--- config.mk ---
export PLATFORM = sky130hd
export DESIGN_NAME = entry_classifier
export DESIGN_NICKNAME = d
export VERILOG_FILES = /design/src/include/gpe_pkg.sv /design/src/hdl/entry_classifier.sv
export SDC_FILE = /design/constraint.sdc
export NUM_CORES = 1
export LEC_CHECK = 0
export BUFFER_PORTS_ARGS = -buffer_cell sky130_fd_sc_hd__clkbuf_2
export CORE_AREA = 2 2 39 41
export DETAILED_ROUTE_END_ITERATION = 12
export DIE_AREA = 0 0 41 43
export PLACE_DENSITY = 0.85
export REMOVE_ABC_BUFFERS = 1
export SLEW_MARGIN = 0
export SYNTH_ARGS = -nofsm -noshare
export SYNTH_HDL_FRONTEND = slang
export SYNTH_SLANG_ARGS = --single-unit
--- constraint.sdc ---
create_clock -name vclk -period 3.68
set_input_delay 1.104 -clock vclk [all_inputs]
set_output_delay 1.104 -clock vclk [all_outputs]
set_load 0.05 [all_outputs]
--- src/include/gpe_pkg.sv ---
// constants and types shared by the second-stage entry checker
// Behaviour
// - write-only or write-execute permission is misconfigured
// - execute-only misconfigured unless the implementation supports it
// - present entry with reserved bit set is misconfigured
// - leaf entry with reserved memory type misconfigured
// - misconfiguration always beats permission violation
// - checks fire only on real table accesses
// - pae pointer loads pass through the checker
// - convert control turns violations into virtualization exceptions
// - leaf bits 0,1,2 grant read, write, fetch
// - leaf bits 5:3 memory type, bit 6 ignore-attribute
// - accessed/dirty valid only with root pointer bit 6
// - leaf bits up to width-1 give page address
// - high address bits reserved, other bits ignored
// - leaf bit 63 suppresses exception conversion
// - every entry of the walk is checked
// - zero permission bits mean not present, violation
// - missing read bit on any entry violates reads
// - with accessed/dirty on, table reads checked as writes; pae pointer loads stay reads
package gpe_pkg;
    // register byte offsets
    localparam logic [7:0] OFF_CTRL     = 8'h00;
    localparam logic [7:0] OFF_ROOT     = 8'h04;
    localparam logic [7:0] OFF_CAP      = 8'h08;
    localparam logic [7:0] OFF_COUNTS   = 8'h0C;
    localparam logic [7:0] OFF_LAST     = 8'h10;
    // field positions
    localparam int CTRL_CONVERT_BIT = 0;
    localparam int ROOT_AD_BIT      = 6;
    localparam int ENT_R_BIT        = 0;
    localparam int ENT_W_BIT        = 1;
    localparam int ENT_X_BIT        = 2;
    localparam int ENT_MT_LSB       = 3;
    localparam int ENT_IPAT_BIT     = 6;
    localparam int ENT_BIG_BIT      = 7;
    localparam int ENT_ACC_BIT      = 8;
    localparam int ENT_DIRTY_BIT    = 9;
    localparam int ENT_ADDR_LSB     = 12;
    localparam int ENT_ADDR_MSB     = 51;
    localparam int ENT_SVE_BIT      = 63;
    // reset values
    localparam logic [31:0] CTRL_RST = 32'h0000_0000;
    localparam logic [31:0] ROOT_RST = 32'h0000_0000;
    // permission encodings
    localparam logic [2:0] PERM_NONE  = 3'h0;
    localparam logic [2:0] PERM_WO    = 3'h2;
    localparam logic [2:0] PERM_WX    = 3'h6;
    localparam logic [2:0] PERM_XO    = 3'h4;
    // reserved memory types
    localparam logic [2:0] MT_RSV_A   = 3'h2;
    localparam logic [2:0] MT_RSV_B   = 3'h3;
    localparam logic [2:0] MT_RSV_C   = 3'h7;
    // axi responses
    localparam logic [1:0] RESP_OKAY   = 2'h0;
    localparam logic [1:0] RESP_DECERR = 2'h3;
    // walk levels, 0 is the leaf table
    typedef enum logic [1:0] {LVL_LEAF, LVL_DIR, LVL_PTR, LVL_TOP} level_t;
    typedef enum logic [1:0] {ACC_READ, ACC_WRITE, ACC_FETCH} acc_t;
    typedef enum logic [1:0] {RES_NOTPRES, RES_MISCONF, RES_VIOL, RES_OK} res_code_t;
endpackage : gpe_pkg

--- src/hdl/entry_classifier.sv ---
// combinational classification of one translation entry
`timescale 1ns/1ns
`default_nettype none
module entry_classifier #(
    parameter int PA_WIDTH = 46
) (
    // entry under test
    input  wire logic [63:0]          entry,
    input  wire gpe_pkg::level_t      level,
    input  wire logic                 exec_only_ok,
    // verdict
    output logic                      present,
    output logic                      leaf,
    output logic                      misconf
);
    import gpe_pkg::*;

    // reserved bits that depend on the level and page size
    function automatic logic [63:0] rsv_mask(input level_t lv, input logic big);
        logic [63:0] m;
        m = '0;
        for (int i = ENT_ADDR_LSB; i <= ENT_ADDR_MSB; i++) begin
            if (i >= PA_WIDTH) m[i] = 1'b1;
        end
        case (lv)
            LVL_LEAF: m = m;
            LVL_DIR:  m = big ? (m | 64'h0000_0000_001F_F000) : (m | 64'h0000_0000_0000_0078);
            LVL_PTR:  m = big ? (m | 64'h0000_0000_3FFF_F000) : (m | 64'h0000_0000_0000_0078);
            default:  m = m | 64'h0000_0000_0000_00F8;
        endcase
        return m;
    endfunction : rsv_mask

    wire logic [2:0] perm    = entry[ENT_X_BIT:ENT_R_BIT];
    wire logic [2:0] mtype   = entry[ENT_MT_LSB+2:ENT_MT_LSB];
    wire logic       big     = entry[ENT_BIG_BIT];
    wire logic       perm_bad = (perm == PERM_WO) || (perm == PERM_WX)
                              || ((perm == PERM_XO) && !exec_only_ok);
    wire logic       rsv_bad = |(entry & rsv_mask(level, big));
    wire logic       mt_bad  = (mtype == MT_RSV_A) || (mtype == MT_RSV_B) || (mtype == MT_RSV_C);

    // the low three bits alone decide presence; the rest is ignored when zero
    assign present = (perm != PERM_NONE);
    assign leaf    = (level == LVL_LEAF) || ((level == LVL_DIR || level == LVL_PTR) && big);
    assign misconf = present && (perm_bad || rsv_bad || (leaf && mt_bad));
endmodule : entry_classifier
`default_nettype wire

==> summary.md <==
| Metric | Value |
|---|---|
| Status | `completed` |
| Crit path arrival time | `2.57 ns` |
| Worst path cell trace | `buf_6 -> or4_4 -> a2111oi_4 -> o2111ai_1 -> o31a_1 -> buf_8` |
| Largest area contributor in the netlist | `ha_1` |
| Dpl hpwl | `759 um` |
| Post-Syn Instances | `30` |
| Die extent in y | `43 um` |
| Final Hold Vio Count | `0` |
| Final core occ | `32.9%` |
| P_leak | `0.000253 uW` |
| Vias in the first global route | `321` |
| Critical Path Max Stage Delay | `0.53 ns` |
| Worst Tran Pin Value | `0.277 ns` |
| Gr ovfl total | `0` |
| Synth top area cells | `ha_1 (23%), a2111oi_2 (6.9%), nor4_1 (5.8%)` |
| Cell family with the largest share of critical-path delay | `compound AO/OA/AOI/OAI gates` |
| Final setup viols | `0` |
| Core ar. | `about 0.0014 mm^2` |
| Yosys warns | `0` |
| Max cap viols | `0` |
| Via density | `4.56` |
| Rel. slew slack | `81.6%` |
| First-pass GRT wire length | `1.12 mm` |
| Seq Cell Count | `0` |
| I/O Buffers | `38` |
| ANT cells | `0` |
| Final Power | `44.8 uW` |
| Seq. cell area | `0 um^2` |
| GRT Overall Usage | `under 10%` |
| Syn avg cell area | `7.22 um^2` |
| Most common cell after layout, fill and taps aside | `clkbuf_2` |
| CP bufs+invs | `2` |
| Min-delay src | `entry[2]` |
| Synth unique cells | `20` |
| CP Depth | `6` |
| GPL Wtd Cong | `0.729` |
| Fillers | `156` |
| Minimum clock period | `3.68 ns` |
| Seq/Total Area, Yosys | `0%` |
| Largest net degree at the start of global routing | `5` |
| Chip width | `41 um` |
| Post-Route WL | `819 um` |
| Cell Rows | `14` |
| Critical Path Fanout Max | `1` |
| Synthesized area | `between 200 and 250 um^2` |
| Most frequent cells in the layout | `clkbuf_2 (36), ha_1 (4), inv_1 (3)` |
| Max-slew violations | `0` |
| Hold WS | `2.68 ns` |
| Clock buffer count | `0` |
| Hold Crit Endpoint | `present` |
| Initial core utilization | `15.6%` |
| Critical Path End Type | `primary output` |
| Final period util | `100%` |
| Slowest cell on the critical path | `or4_4` |
| RSZ-0062 raised after global routing | `yes` |
| Min-Delay Path Depth | `3` |
| Drt initial violations | `2` |
| PD cells | `98.5 mW/mm^2` |
| Die area | `0.00176 mm^2` |
| # DRC | `0` |
| Initial antenna violation count | `0` |
| Share of layout cells above drive strength 1 | `60.3%` |
| Total Nets Final | `~140` |
| Startpoint Class | `input port` |
| Vias | `383` |
| Postcts setup bufs | `0` |
| Antenna-violating nets left | `0` |
| Synthesis-to-layout area growth | `110%` |
| Routed len/inst | `9.75 um` |
| VDD IR max | `0.0000447 V` |
| I/O pin count | `70` |
| Fmax | `272 MHz` |
| Sum of negative setup slack | `0 ns` |
| Area share of the largest cell type after synthesis | `a little under a quarter` |
| Min-Delay Path Class | `input port to primary output` |
| 1st-pass router iterations | `2` |
| Crit path kind | `input port to primary output` |
| CP required | `2.58 ns` |
-- synthesized netlist by cell type --
cell type	instances
a31oi_1	1
nor3_1	2
a2111oi_2	1
a21oi_1	1
nor4_1	2
o31a_1	1
o21ai_0	2
ha_1	4
nand3_1	2
or4_4	1
or4_1	1
a21o_1	1
or3_1	1
o21ba_2	1
nor2b_1	1
inv_1	3
and3_1	1
nor2_1	2
nand2b_1	1
o2111ai_1	1
-- power by group --
group | switching (uW) | internal (uW)
Sequential | 0 | 0
Clock | 0 | 0
Combinational | 21.9 | 23.0
Total | 21.9 | 23.0
-- what timing repair did --
action	in CTS	in global routing
pin swaps	3	0
endpoints found under the setup margin	1	1
resized for setup	3	2
hold buffers	0	0
-- cells by family (layout without fill, tap and decap cells) --
| group | Yosys count | count (layout) | share of synthesized area [%] |
|---|---|---|---|
| AND/OR/NAND/NOR | 14 | 14 | 38.7 |
| AO/OA/AOI/OAI | 9 | 9 | 32.9 |
| adder cells (fa/ha/maj) | 4 | 4 | 23.1 |
| buffers and inverters | 3 | 41 | 5.20 |
-- per-stage QoR --
stage / setup slack (ns) / area, um^2 / instances
2_1_floorplan: 0.00256 / 216 / 30
3_3_place_gp: -0.223 / 427 / 84
3_5_place_dp: -0.244 / 427 / 84
4_1_cts: -0.00265 / 448 / 84
5_1_grt: -0.0804 / 455 / 84
6_report: 0.00178 / 455 / 84
-- routing by layer --
layer / share of wire, % / GRT usage, % / up-vias
met4: 0 / 1.33 / 0
met3: 12 / 0.524 / 0
li1: - / - / 197
met2: 49 / 15.6 / 26
met5: 0 / 0 / -
met1: 39 / 10.1 / 160
-- cell type report --
type / count / area [um^2] / share of cell area, %
inverters: 3 / 11.3 / 2.47
multi-input cells: 27 / 218 / 47.8
well taps: 16 / 20.0 / 4.40
repair buffers: 38 / 206 / 45.3
-- how the worst max path moves through the flow --
stage / from / slack [ns] / endpoint
2_1_floorplan: entry[49] / 0.003 / misconf
3_3_place_gp: entry[49] / -0.22 / misconf
3_5_place_dp: entry[49] / -0.24 / misconf
4_1_cts: entry[49] / -0.003 / misconf
5_1_grt: entry[49] / -0.08 / misconf
6_report: entry[49] / 0.002 / misconf
(Power assumes the default switching activity.)
